## config.mk

```make
export PLATFORM = sky130hd
export DESIGN_NAME = tbsc_reg_top
export DESIGN_NICKNAME = d
export VERILOG_FILES = /design/src/verilog/tbsc_reg_top_fix.sv /design/src/shared/tbsc_pkg.sv /design/src/verilog/tbsc_axil_slv.sv /design/src/verilog/tbsc_reg_top.sv
export SDC_FILE = /design/constraint.sdc
export NUM_CORES = 1
export LEC_CHECK = 0
export ABC_CLOCK_PERIOD_IN_PS = 2700
export BUFFER_PORTS_ARGS = -buffer_cell sky130_fd_sc_hd__buf_2
export CAP_MARGIN = 20
export CELL_PAD_IN_SITES_DETAIL_PLACEMENT = 0
export CELL_PAD_IN_SITES_GLOBAL_PLACEMENT = 1
export CORE_ASPECT_RATIO = 0.9
export CORE_MARGIN = 5
export CORE_UTILIZATION = 38
export CTS_CLUSTER_DIAMETER = 200
export CTS_CLUSTER_SIZE = 25
export DETAILED_ROUTE_END_ITERATION = 8
export PLACE_DENSITY = 0.87
export SYNTH_ARGS = -nofsm -noshare
export SYNTH_HDL_FRONTEND = slang
export SYNTH_SLANG_ARGS = --single-unit
```

## constraint.sdc

```tcl
create_clock -name core_clk_in -period 2.7 [get_ports core_clk_in]
set_input_delay 0.135 -clock core_clk_in [delete_from_list [all_inputs] [get_ports core_clk_in]]
set_output_delay 0.135 -clock core_clk_in [all_outputs]
set_load 0.01 [all_outputs]
```

## src/verilog/tbsc_reg_top_fix.sv

```systemverilog
// Spare design file; deliberately holds no module
```

## src/shared/tbsc_pkg.sv

```systemverilog
// Constants, carriers and helpers for the 10BASE-T status and control register block
// Behaviour
// - Bit 15 ignores writes and always reads back as zero.
// - Three-bit squelch field at bits 11:9, reset 100, sets squelch-on threshold.
// - Wrap-off bit 8 is ORed with the basic mode control loopback bit.
// - Wrap-off one disables 10 Mb loopback; zero, the reset value, keeps it.
// - Bit 7 stops link pulses; ORed with the host link override input.
// - Bit 6 or host override reports good 10 Mb link, else normal status.
// - Bit 5 set forces inverted receive polarity; clear leaves normal handling.
// - Polarity status bit 4 latches high, mirrored in transceiver state bit 12.
// - Polarity status reads one for inverted polarity, zero for correct polarity.
// - Bit 3 set turns automatic polarity correction off; the polarity status bit still latches.
// - Bit 2, reset one, is silence scale MSB beside signal detect bit 10.
// - Bit 1 turns the heartbeat off, only in half-duplex 10 Mb.
// - At 100 Mb or full duplex the heartbeat is always off.
// - Bit 0 turns the jabber guard off, in 10 Mb operation only.
package tbsc_pkg;

	// Register indices; byte address is four times the index
	localparam logic [7:0] TBSC_IDX = 8'h1A;
	localparam logic [7:0] PHYST_IDX = 8'h10;

	localparam logic [15:0] TBSC_RST = 16'h0804;
	localparam logic [15:0] TBSC_WMASK = 16'h7FEF;

	localparam int SQ_HI = 11;
	localparam int SQ_LO = 9;
	localparam int WRAP_POS = 8;
	localparam int NLP_POS = 7;
	localparam int FLINK_POS = 6;
	localparam int FPOL_POS = 5;
	localparam int POL_POS = 4;
	localparam int APOL_POS = 3;
	localparam int SCALE_POS = 2;
	localparam int SQE_POS = 1;
	localparam int JAB_POS = 0;
	localparam int PHYST_POL_POS = 12;

	localparam logic [1:0] RESP_OKAY = 2'h0;
	localparam logic [1:0] RESP_SLVERR = 2'h2;

	typedef struct packed {
		logic awvalid;
		logic [7:0] awaddr;
		logic wvalid;
		logic [31:0] wdata;
		logic [3:0] wstrb;
		logic bready;
		logic arvalid;
		logic [7:0] araddr;
		logic rready;
	} tbsc_axil_req_s;

	typedef struct packed {
		logic awready;
		logic wready;
		logic bvalid;
		logic [1:0] bresp;
		logic arready;
		logic rvalid;
		logic [31:0] rdata;
		logic [1:0] rresp;
	} tbsc_axil_rsp_s;

	typedef struct packed {
		logic wr_en;
		logic [7:0] waddr;
		logic [15:0] wdata;
		logic [1:0] wbe;
		logic rd_en;
		logic [7:0] raddr;
	} tbsc_lbus_s;

	typedef struct packed {
		logic [2:0] squelch;
		logic ten_mb_wrap_off;
		logic link_pulse_tx_off;
		logic link_good_10;
		logic rx_pol_invert;
		logic auto_pair_correct_off;
		logic [1:0] silence_scale;
		logic sqe_test_off;
		logic long_tx_guard_off;
	} tbsc_ctrl_s;

	localparam tbsc_ctrl_s CTRL_RST = '{squelch: 3'h4, silence_scale: 2'h2, default: '0};

	function automatic logic [7:0] reg_byte(input logic [7:0] idx);
		return {idx[5:0], 2'b00};
	endfunction : reg_byte

endpackage : tbsc_pkg

```

## src/verilog/tbsc_axil_slv.sv

```systemverilog
// AXI4-Lite slave front end turning bus transfers into local strobes
module tbsc_axil_slv
	import tbsc_pkg::*;
(
	input wire logic core_clk_in,
	input wire logic nrst_in,
	input wire tbsc_axil_req_s axi_req_in,
	output tbsc_axil_rsp_s axi_rsp_out,
	output tbsc_lbus_s lbus_out,
	input wire logic wr_ok_in,
	input wire logic rd_ok_in,
	input wire logic [15:0] rd_data_in
);

	logic aw_have_ff;
	logic w_have_ff;
	logic bvalid_ff;
	logic rvalid_ff;
	logic [7:0] awaddr_ff;
	logic [15:0] wdata_ff;
	logic [1:0] wbe_ff;
	logic [1:0] bresp_ff;
	logic [1:0] rresp_ff;
	logic [15:0] rdata_ff;

	// No new address or data while a response waits, so at most one write in flight
	wire logic aw_rdy = !aw_have_ff && !bvalid_ff;
	wire logic w_rdy = !w_have_ff && !bvalid_ff;
	wire logic aw_take = axi_req_in.awvalid && aw_rdy;
	wire logic w_take = axi_req_in.wvalid && w_rdy;
	wire logic aw_got = aw_have_ff || aw_take;
	wire logic w_got = w_have_ff || w_take;
	wire logic wr_fire = aw_got && w_got;
	wire logic ar_rdy = !rvalid_ff;
	wire logic rd_fire = axi_req_in.arvalid && ar_rdy;

	wire logic [7:0] cur_waddr = aw_have_ff ? awaddr_ff : axi_req_in.awaddr;
	wire logic [15:0] cur_wdata = w_have_ff ? wdata_ff : axi_req_in.wdata[15:0];
	wire logic [1:0] cur_wbe = w_have_ff ? wbe_ff : axi_req_in.wstrb[1:0];

	assign lbus_out = '{wr_en: wr_fire, waddr: cur_waddr, wdata: cur_wdata, wbe: cur_wbe,
		rd_en: rd_fire, raddr: axi_req_in.araddr};

	assign axi_rsp_out = '{awready: aw_rdy, wready: w_rdy, bvalid: bvalid_ff, bresp: bresp_ff,
		arready: ar_rdy, rvalid: rvalid_ff, rdata: {16'h0000, rdata_ff}, rresp: rresp_ff};

	always_ff @(posedge core_clk_in or negedge nrst_in)
	begin
		if (!nrst_in)
		begin
			aw_have_ff <= 1'b0;
			w_have_ff <= 1'b0;
			awaddr_ff <= 8'h00;
			wdata_ff <= 16'h0000;
			wbe_ff <= 2'h0;
		end
		else
		begin
			aw_have_ff <= aw_got && !wr_fire;
			w_have_ff <= w_got && !wr_fire;
			awaddr_ff <= aw_take ? axi_req_in.awaddr : awaddr_ff;
			wdata_ff <= w_take ? axi_req_in.wdata[15:0] : wdata_ff;
			wbe_ff <= w_take ? axi_req_in.wstrb[1:0] : wbe_ff;
		end
	end

	always_ff @(posedge core_clk_in or negedge nrst_in)
	begin
		if (!nrst_in)
		begin
			bvalid_ff <= 1'b0;
			bresp_ff <= RESP_OKAY;
			rvalid_ff <= 1'b0;
			rresp_ff <= RESP_OKAY;
			rdata_ff <= 16'h0000;
		end
		else
		begin
			bvalid_ff <= wr_fire || (bvalid_ff && !axi_req_in.bready);
			bresp_ff <= wr_fire ? (wr_ok_in ? RESP_OKAY : RESP_SLVERR) : bresp_ff;
			rvalid_ff <= rd_fire || (rvalid_ff && !axi_req_in.rready);
			rresp_ff <= rd_fire ? (rd_ok_in ? RESP_OKAY : RESP_SLVERR) : rresp_ff;
			rdata_ff <= rd_fire ? rd_data_in : rdata_ff;
		end
	end

endmodule : tbsc_axil_slv

```

## src/verilog/tbsc_reg_top.sv

```systemverilog
// 10BASE-T status and control register with its derived control outputs
module tbsc_reg_top
	import tbsc_pkg::*;
(
	input wire logic core_clk_in,
	input wire logic nrst_in,
	input wire tbsc_axil_req_s axi_req_in,
	output tbsc_axil_rsp_s axi_rsp_out,
	input wire logic basic_loopback_in,
	input wire logic host_link_override_in,
	input wire logic link_10_raw_in,
	input wire logic rx_pol_inverted_in,
	input wire logic sd_scale_lo_in,
	input wire logic speed_100_in,
	input wire logic full_duplex_in,
	output tbsc_ctrl_s ctrl_out
);

	tbsc_lbus_s lbus;
	logic [15:0] ctl_ff;
	logic pol_latch_ff;
	tbsc_ctrl_s ctrl_ff;
	logic wr_ok;
	logic rd_ok;
	logic [15:0] rd_data;

	tbsc_axil_slv u_slv
	(
		.core_clk_in(core_clk_in),
		.nrst_in(nrst_in),
		.axi_req_in(axi_req_in),
		.axi_rsp_out(axi_rsp_out),
		.lbus_out(lbus),
		.wr_ok_in(wr_ok),
		.rd_ok_in(rd_ok),
		.rd_data_in(rd_data)
	);

	// Address decode; misaligned addresses miss and answer with an error
	wire logic hit_tb_wr = lbus.wr_en && (lbus.waddr == reg_byte(TBSC_IDX));
	wire logic hit_ps_wr = lbus.wr_en && (lbus.waddr == reg_byte(PHYST_IDX));
	wire logic hit_tb_rd = lbus.rd_en && (lbus.raddr == reg_byte(TBSC_IDX));
	wire logic hit_ps_rd = lbus.rd_en && (lbus.raddr == reg_byte(PHYST_IDX));

	assign wr_ok = hit_tb_wr || hit_ps_wr;
	assign rd_ok = hit_tb_rd || hit_ps_rd;

	// Byte lanes; the mask keeps bit 15 and the polarity status out of reach
	wire logic [15:0] lane_mask = {{8{lbus.wbe[1]}}, {8{lbus.wbe[0]}}};
	wire logic [15:0] wr_mask = lane_mask & TBSC_WMASK;
	wire logic [15:0] nxt_ctl = hit_tb_wr ? ((ctl_ff & ~wr_mask) | (lbus.wdata & wr_mask))
		: ctl_ff;

	// Detection wins over a read that clears in the same cycle
	wire logic pol_clear = hit_tb_rd || hit_ps_rd;
	wire logic nxt_pol_latch = rx_pol_inverted_in || (pol_latch_ff && !pol_clear);

	wire logic [15:0] view_tb = ctl_ff | ({15'h0000, pol_latch_ff} << POL_POS);
	wire logic [15:0] view_ps = {15'h0000, pol_latch_ff} << PHYST_POL_POS;

	assign rd_data = hit_tb_rd ? view_tb : (hit_ps_rd ? view_ps : 16'h0000);

	// Derived controls
	wire logic nxt_wrap_off = ctl_ff[WRAP_POS] || basic_loopback_in;
	wire logic nxt_nlp_off = ctl_ff[NLP_POS] || host_link_override_in;
	wire logic force_good = ctl_ff[FLINK_POS] || host_link_override_in;
	wire logic nxt_link_good = force_good || link_10_raw_in;
	wire logic auto_pol_off = ctl_ff[APOL_POS];
	// Automatic correction follows the detector only while enabled
	wire logic nxt_rx_inv = ctl_ff[FPOL_POS] || (!auto_pol_off && rx_pol_inverted_in);
	wire logic [1:0] nxt_scale = {ctl_ff[SCALE_POS], sd_scale_lo_in};
	// Heartbeat only lives in half-duplex 10 Mb
	wire logic nxt_sqe_off = ctl_ff[SQE_POS] || speed_100_in || full_duplex_in;
	// Guard control has no effect outside 10 Mb
	wire logic nxt_jab_off = ctl_ff[JAB_POS] && !speed_100_in;

	wire tbsc_ctrl_s nxt_ctrl = '{
		squelch: ctl_ff[SQ_HI:SQ_LO],
		ten_mb_wrap_off: nxt_wrap_off,
		link_pulse_tx_off: nxt_nlp_off,
		link_good_10: nxt_link_good,
		rx_pol_invert: nxt_rx_inv,
		auto_pair_correct_off: auto_pol_off,
		silence_scale: nxt_scale,
		sqe_test_off: nxt_sqe_off,
		long_tx_guard_off: nxt_jab_off
	};

	always_ff @(posedge core_clk_in or negedge nrst_in)
	begin
		if (!nrst_in)
		begin
			ctl_ff <= TBSC_RST;
			pol_latch_ff <= 1'b0;
			ctrl_ff <= CTRL_RST;
		end
		else
		begin
			ctl_ff <= nxt_ctl;
			pol_latch_ff <= nxt_pol_latch;
			ctrl_ff <= nxt_ctrl;
		end
	end

	assign ctrl_out = ctrl_ff;

	a_top_bit_zero: assert property (
		@(posedge core_clk_in) disable iff (!nrst_in)
		hit_tb_wr && lbus.wdata[15]
		|=> (view_tb[15] == 1'b0) && (rd_data[15] == 1'b0)
	) else
		$error("bit 15 of the control register became set");

	a_squelch_track: assert property (
		@(posedge core_clk_in) disable iff (!nrst_in)
		hit_tb_wr && lbus.wbe[1]
		|=> ##1 ctrl_out.squelch == $past(lbus.wdata[SQ_HI:SQ_LO], 2)
	) else
		$error("squelch output does not follow the written field");

	a_wrap_or: assert property (
		@(posedge core_clk_in) disable iff (!nrst_in)
		(ctl_ff[WRAP_POS] || basic_loopback_in)
		|=> ctrl_out.ten_mb_wrap_off
	) else
		$error("loopback disable missing although a source is set");

	a_wrap_clear: assert property (
		@(posedge core_clk_in) disable iff (!nrst_in)
		!ctl_ff[WRAP_POS] && !basic_loopback_in
		|=> !ctrl_out.ten_mb_wrap_off
	) else
		$error("loopback disabled with both sources clear");

	a_nlp_or: assert property (
		@(posedge core_clk_in) disable iff (!nrst_in)
		##1 ctrl_out.link_pulse_tx_off == $past(ctl_ff[NLP_POS] || host_link_override_in)
	) else
		$error("link pulse disable is not the OR of its sources");

	a_link_force: assert property (
		@(posedge core_clk_in) disable iff (!nrst_in)
		(ctl_ff[FLINK_POS] || host_link_override_in) |=> ctrl_out.link_good_10
	) else
		$error("forced link not reported as good");

	a_link_normal: assert property (
		@(posedge core_clk_in) disable iff (!nrst_in)
		!ctl_ff[FLINK_POS] && !host_link_override_in
		|=> ctrl_out.link_good_10 == $past(link_10_raw_in)
	) else
		$error("unforced link status differs from the raw status");

	a_pol_force: assert property (
		@(posedge core_clk_in) disable iff (!nrst_in)
		ctl_ff[FPOL_POS] |=> ctrl_out.rx_pol_invert
	) else
		$error("forced inversion not applied");

	a_pol_latch: assert property (
		@(posedge core_clk_in) disable iff (!nrst_in)
		rx_pol_inverted_in |=> pol_latch_ff ##0 view_ps[PHYST_POL_POS]
	) else
		$error("inverted polarity not latched");

	a_pol_clear: assert property (
		@(posedge core_clk_in) disable iff (!nrst_in)
		(hit_tb_rd || hit_ps_rd) && !rx_pol_inverted_in
		|=> !pol_latch_ff
	) else
		$error("polarity status survived a read");

	a_pol_mirror: assert property (
		@(posedge core_clk_in) disable iff (!nrst_in)
		view_tb[POL_POS] == view_ps[PHYST_POL_POS]
	) else
		$error("polarity copies disagree");

	a_auto_pol_off: assert property (
		@(posedge core_clk_in) disable iff (!nrst_in)
		ctl_ff[APOL_POS] && !ctl_ff[FPOL_POS]
		|=> !ctrl_out.rx_pol_invert && ctrl_out.auto_pair_correct_off
	) else
		$error("polarity correction active while disabled");

	a_scale_hi: assert property (
		@(posedge core_clk_in) disable iff (!nrst_in)
		##1 ctrl_out.silence_scale == $past({ctl_ff[SCALE_POS], sd_scale_lo_in})
	) else
		$error("silence scale does not combine its two bits");

	a_sqe_half10: assert property (
		@(posedge core_clk_in) disable iff (!nrst_in)
		!speed_100_in && !full_duplex_in
		|=> ctrl_out.sqe_test_off == $past(ctl_ff[SQE_POS])
	) else
		$error("heartbeat control ignored in half-duplex 10 Mb");

	a_sqe_forced: assert property (
		@(posedge core_clk_in) disable iff (!nrst_in)
		(speed_100_in || full_duplex_in) |=> ctrl_out.sqe_test_off
	) else
		$error("heartbeat left on at 100 Mb or full duplex");

	a_jab_10_only: assert property (
		@(posedge core_clk_in) disable iff (!nrst_in)
		speed_100_in |=> !ctrl_out.long_tx_guard_off
	) else
		$error("jabber disable leaked into 100 Mb operation");

	a_jab_apply: assert property (
		@(posedge core_clk_in) disable iff (!nrst_in)
		ctl_ff[JAB_POS] && !speed_100_in |=> ctrl_out.long_tx_guard_off
	) else
		$error("jabber disable not applied at 10 Mb");

	a_ro_status: assert property (
		@(posedge core_clk_in) disable iff (!nrst_in)
		!rx_pol_inverted_in |=> !$rose(pol_latch_ff)
	) else
		$error("polarity status set without detection");

	a_ro_ctl_bit: assert property (
		@(posedge core_clk_in) disable iff (!nrst_in)
		hit_tb_wr |=> (ctl_ff[POL_POS] == 1'b0) && (ctl_ff[15] == 1'b0)
	) else
		$error("read-only bit stored by a write");

	a_ctl_stable: assert property (
		@(posedge core_clk_in) disable iff (!nrst_in)
		!hit_tb_wr |=> $stable(ctl_ff)
	) else
		$error("control register changed without a write");

	a_bresp_hold: assert property (
		@(posedge core_clk_in) disable iff (!nrst_in)
		axi_rsp_out.bvalid && !axi_req_in.bready
		|=> axi_rsp_out.bvalid && $stable(axi_rsp_out.bresp)
	) else
		$error("write response dropped before it was taken");

	a_rdata_hold: assert property (
		@(posedge core_clk_in) disable iff (!nrst_in)
		axi_rsp_out.rvalid && !axi_req_in.rready
		|=> axi_rsp_out.rvalid && $stable(axi_rsp_out.rdata)
	) else
		$error("read data changed before it was taken");

	a_read_answer: assert property (
		@(posedge core_clk_in) disable iff (!nrst_in)
		lbus.rd_en
		|=> axi_rsp_out.rvalid && axi_rsp_out.rresp == $past(rd_ok ? RESP_OKAY : RESP_SLVERR)
	) else
		$error("read not answered on the next cycle");

	a_write_answer: assert property (
		@(posedge core_clk_in) disable iff (!nrst_in)
		lbus.wr_en |=> axi_rsp_out.bvalid
	) else
		$error("write not answered on the next cycle");

endmodule : tbsc_reg_top

```

==> out/results.tsv, run 1 <==
stage	metric	value	unit
critical_path	critPathSlowestCell	or3b_1	
clock_tree	tritoncts	yes	
synth	synthTopCellsByArea	dfrtp_1 55%, mux2_2 19%, buf_4 6.0%, a22o_1 3.9%, dfstp_2 3.4%	
timing	hold-worst-slack	35.2	ps
synth	ys_ff_latch	72	
timing	slew_violations	0	
detailed_routing	drt_pass1_iterations	6	
layout	fin_area	3810	um2
place	place.gp.congestion	0.730	
global_route	grt_pass1_wl	10300	um
layout	antenna_cells	0	
detailed_routing	wl_per_cell	15.1	um
synth	synth_largest_area_cell	dfrtp_1	
clock_tree	cts-buffers-inserted	9	
synth	synthTopCellsByCount	68 x dfrtp_1, 53 x mux2_2, 25 x buf_4	
timing	min_period	2440	ps
timing	worst_pin_slew	922	ps
place	port_buffers	79	
critical_path	cp_slowest_stage_delay	570	ps
global_route	gr-total-overflow	0	
critical_path	end_kind	flip-flop	
global_route	grt_max_degree	73	
die	die_y	95.8	um
critical_path	path_class	reg2reg	
clock_tree	post_cts_buffers	0	
timing	rsz0062_at_grt	false	
global_route	antenna_found_initial	0	
layout	seqCellArea	1810	um2
layout	fin_cells	420	
die	row_count	31	
detailed_routing	ant_nets	0	
min_path	hold-path-cell-count	2	
synth	synth_edf_count	0	
timing	finalCritPeriodShare	90.5	%
layout	areaGrowthSynthToFinish	22.4	%
synth	yosysSeqAreaShare	58.1	%
timing	setup_viol	0	
detailed_routing	wirelength	6350	um
detailed_routing	drt_iter0_markers	43	
place	dpl_cell_area	3510	um2
global_route	grt_pass1_vias	2101	
place	dp_hpwl	4460	um
synth	synth_cells	224	
timing	finalHoldViolCount	0	
global_route	grt_usage	13.2	%
timing	max_freq	409	MHz
layout	drive_above_1_share	51.4	%
power_and_ir_drop	max-vdd-ir-drop	0.000458	V
flow_run	maxCapViolCount	0	
die	boundaryPins	119	
die	dieArea	10100	um2
clock_tree	clk_pin_slew	80	ps
critical_path	worstSetupStartpointType	flip-flop	
synth	synth_area	3110	um2
run_status	outcome	finished clean	
clock_tree	cts_sinks	72	
clock_tree	clockBufferDepth	2	
die	die_x	105	um
timing	maxSlewHeadroom	38.5	%
synth	ys_types	36	
detailed_routing	vias_per_cell	4.75	
synth	synth_most_common_cell	dfrtp_1	
synth	synth.yosys.warnings	0	
die	coreArea	8030	um2
min_path	hold_class	in2reg	
synth	synthFlopType	dfrtp_1	
timing	worst_clock_skew	12.0	ps
clock_tree	worstSkewPairLatency	340	ps
critical_path	rr_worst_depth	4	
detailed_routing	drc	0	
layout	multi_input_area	1110	um2
power_and_ir_drop	leakage	1.90	nW
clock_tree	h-tree-depth	3	
synth	syn_avg_cell_area	13.9	um2
critical_path	crit_path_cell_trace	or3b_1 > a222oi_1 > o211ai_2 > mux2_2	
clock_tree	cts_root_buffer	clkbuf_8	
critical_path	cp.required	2920	ps
detailed_routing	vias	1996	
timing	fin_setup_tns	0	ps
layout	fillers	744	
place	place_inst	394	
power_and_ir_drop	power_density	792	nW/um2
synth	ys_async_sr_fraction	100	%
layout	fin_nets	382	
die	initial_core_util	38.8	%
critical_path	arrival	2670	ps
clock_tree	cts.repair.resized	0	
synth	synth_top_cell_area_share	54.7	%
critical_path	critPathMaxFanout	10	
[worst paths after layout]
path	start	endpoint	slack (ps)
worst max-delay path	u_slv.aw_have_ff	flip-flop	260
min in group asynchronous	nrst_in	ctrl_out[2]	470
worst min-delay path	axi_req_in[15]	u_slv.wdata_ff[0]	40
worst min register to register	flip-flop	ctrl_out[11]	380
max in group asynchronous	nrst_in	async pin	1630
worst max register to register	u_slv.aw_have_ff	flip-flop	260
[per-stage QoR]
| step | setup WS (ps) | util (%) | power, mW |
|---|---|---|---|
| 2_1_floorplan | 566 | - | 2.05 |
| 4_1_cts | 226 | 47.4 | 3.06 |
| 3_3_place_gp | 272 | 43.7 | 2.14 |
| 5_1_grt | 82.2 | 47.4 | 3.20 |
| 6_report | 255 | 47.4 | 3.02 |
| 3_5_place_dp | 246 | 43.7 | 2.19 |
[worst max-delay path, delay by kind of cell, from the launching register on]
family | cells | cell delay [ps]
compound gates | 2 | 920
flops | 1 | 480
simple gates | 1 | 570
mux | 1 | 350
[what timing repair did]
action / in CTS / in global routing
hold endpoints to repair: 77 / 0
hold buffers: 10 / 0
endpoints found under the setup margin: 0 / 0
[cells in the final DEF, fill, tap and decap left out, types with 3 or more instances in the layout]
cell / synthesis / routed
dfstp_2: 4 / 4
dfrtp_1: 68 / 68
conb_1: 1 / 19
a22o_1: 14 / 14
nor2_1: 5 / 5
and2_1: 3 / 3
dlygate4sd3_1: 0 / 10
o21ai_0: 3 / 3
mux2_2: 53 / 53
clkbuf_8: 0 / 9
buf_4: 25 / 8
buf_2: 1 / 78
inv_1: 6 / 6
[power by group]
part	leakage (nW)	internal [mW]	switching [mW]
logic	0.912	0.408	0.318
clock network	0.0929	0.430	0.418
registers	0.891	1.31	0.130
[logic make-up after synthesis]
family / count (synthesis) / synth area share [%]
flops: 72 / 58.1
mux: 55 / 19.8
buf+inv: 39 / 8.48
compound gates: 29 / 7.64
simple gates: 26 / 5.31
xor+xnor: 2 / 0.563
other cells: 1 / 0.121
[metal layers]
| layer | routed length [um] | GRT usage, % | vias to the layer above |
|---|---|---|---|
| met5 | 0 | 0 | - |
| met4 | 77 | 5.25 | 0 |
| met3 | 438 | 4.83 | 8 |
| met2 | 3180 | 22.6 | 61 |
| met1 | 2660 | 15.2 | 988 |
| li1 | - | - | 939 |
[final cells by class]
type | instances | area share [%]
clock inverter | 6 | 1.77
tap | 99 | 3.25
timing repair buffer | 96 | 14.5
sequential | 72 | 47.5
clock buffer | 10 | 3.35
multi-input combinational | 131 | 29.1
inverter | 6 | 0.592
Note: power is estimated with default switching activity, not from simulation.
==> inputs of run 2 (changes only) <==
- CORE_ASPECT_RATIO: 0.9 -> default
==> out/results.tsv, run 2 (synthesized netlist as in run 1, its figures left out) <==
stage	metric	value	unit
clock_tree	worstSkewPairLatency	340	ps
critical_path	r2r_slack	220	ps
timing	slew_violations	0	
critical_path	rr_worst_depth	4	
die	die_y	100	um
place	dpl_cell_area	3510	um2
timing	worst_pin_slew	904	ps
critical_path	crit_path_cell_trace	or3b_1 > a222oi_1 > o211ai_2 > mux2_2	
critical_path	worstSetupStartpointType	flip-flop	
critical_path	path_class	reg2reg	
layout	layout_common_cells	78 x buf_2, 68 x dfrtp_1, 53 x mux2_2	
layout	fin_cells	426	
detailed_routing	wirelength	6420	um
place	port_buffers	79	
layout	areaGrowthSynthToFinish	23.7	%
min_path	hold_class	in2reg	
layout	fin_nets	382	
min_path	hold_end	u_slv.awaddr_ff[6]	
global_route	gr-total-overflow	0	
die	row_count	33	
clock_tree	h-tree-depth	3	
timing	fin_setup_tns	0	ps
clock_tree	cts.repair.resized	0	
flow_run	maxCapViolCount	0	
detailed_routing	ant_nets	0	
place	place.gp.congestion	0.757	
layout	fin_util	47.6	%
power_and_ir_drop	leakage	1.91	nW
timing	rsz0062_at_grt	false	
clock_tree	clockBufferDepth	2	
critical_path	end_kind	flip-flop	
critical_path	critPathSlowestCell	or3b_1	
detailed_routing	drc	0	
min_path	hp-start	axi_req_in[54]	
clock_tree	cts_sinks	72	
timing	maxSlewHeadroom	39.7	%
clock_tree	clk_pin_slew	80	ps
critical_path	cp_slowest_stage_delay	580	ps
power_and_ir_drop	power_density	809	nW/um2
place	dp_hpwl	4430	um
timing	finalCritPeriodShare	91.8	%
power_and_ir_drop	p_total	3.11	mW
place	place_inst	399	
global_route	antenna_found_initial	1	
critical_path	setup.worst_path.start	u_slv.aw_have_ff	
layout	drive_above_1_share	51.4	%
die	die_x	100	um
detailed_routing	vias	2012	
layout	fin_area	3850	um2
power_and_ir_drop	max-vdd-ir-drop	0.000300	V
run_status	outcome	finished clean	
clock_tree	cts_root_buffer	clkbuf_8	
critical_path	r2r_start	u_slv.aw_have_ff	
die	initial_core_util	38.5	%
global_route	grt_max_degree	73	
layout	layout_commonest_cell	buf_2	
detailed_routing	vias_per_cell	4.72	
detailed_routing	wl_per_cell	15.1	um
critical_path	arrival	2700	ps
layout	antenna_cells	0	
global_route	grt_pass1_vias	2073	
clock_tree	tritoncts	yes	
min_path	hold-path-cell-count	2	
die	coreArea	8090	um2
timing	max_freq	404	MHz
die	boundaryPins	119	
detailed_routing	drt_iter0_markers	62	
die	dieArea	10100	um2
timing	finalHoldViolCount	0	
critical_path	critPathMaxFanout	10	
critical_path	cp.required	2920	ps
global_route	grt_pass1_wl	10600	um
detailed_routing	drt_pass1_iterations	6	
timing	min_period	2480	ps
timing	worst_clock_skew	8.13	ps
clock_tree	cts-buffers-inserted	9	
global_route	grt_usage	13.5	%
timing	setup_viol	0	
==> run 2: cell count changes in the layout (fill, tap and decap cells not counted), sizes merged <==
cell	change
dlygate4sd3	+1
buf	-1
bufinv	+1
clkinvlp	-1
clkbuf	-1
inv	+1
==> run 2: area by class of cell <==
cell class | count | area (um2)
clock inverter | 7 | 103
tap | 105 | 131
multi-input combinational | 131 | 1110
clock buffer | 9 | 124
inverter | 6 | 22.5
sequential | 72 | 1810
fill | 761 | 4240
timing repair buffer | 96 | 553
==> run 2: metal layers <==
metal,up-vias,part of all wire (%),routed length [um],track usage (%)
met5,-,0.20,13,0
met4,2,1.1,70,5.28
met3,9,7.2,463,4.01
met1,1000,41,2630,16.7
met2,60,50,3240,22.3
li1,941,-,-,-
==> run 2: worst max-delay path by stage <==
stage / slack (ps) / end
after detailed placement: 230 / flip-flop
final: 220 / flip-flop
after global routing: 50 / flip-flop
after floorplan: 570 / flip-flop
after CTS: 190 / flip-flop
after global placement: 270 / flip-flop
==> run 2: repair_timing <==
item                                   in CTS  in global routing
setup endpoints to repair                   0                  0
endpoints found under the hold margin      77                  0
hold buffers                               11                  0
buffers inserted                            0                  0
==> run 2: critical path, delay by kind of cell (launching register included) <==
family | cells | cell delay [ps]
compound gates | 2 | 940
simple gates | 1 | 580
flops | 1 | 480
mux | 1 | 360
==> run 2: report_power, final <==
group,switching (mW),leakage [nW],internal (mW)
clock,0.424,0.110,0.530
sequential,0.125,0.891,1.31
combinational,0.316,0.909,0.408
==> run 2: through the flow <==
step	hold slack [ps]	setup WS, ps
2_1_floorplan	-161	566
3_3_place_gp	243	270
3_5_place_dp	245	233
4_1_cts	12.7	190
5_1_grt	24.7	54.7
6_report	38.4	222
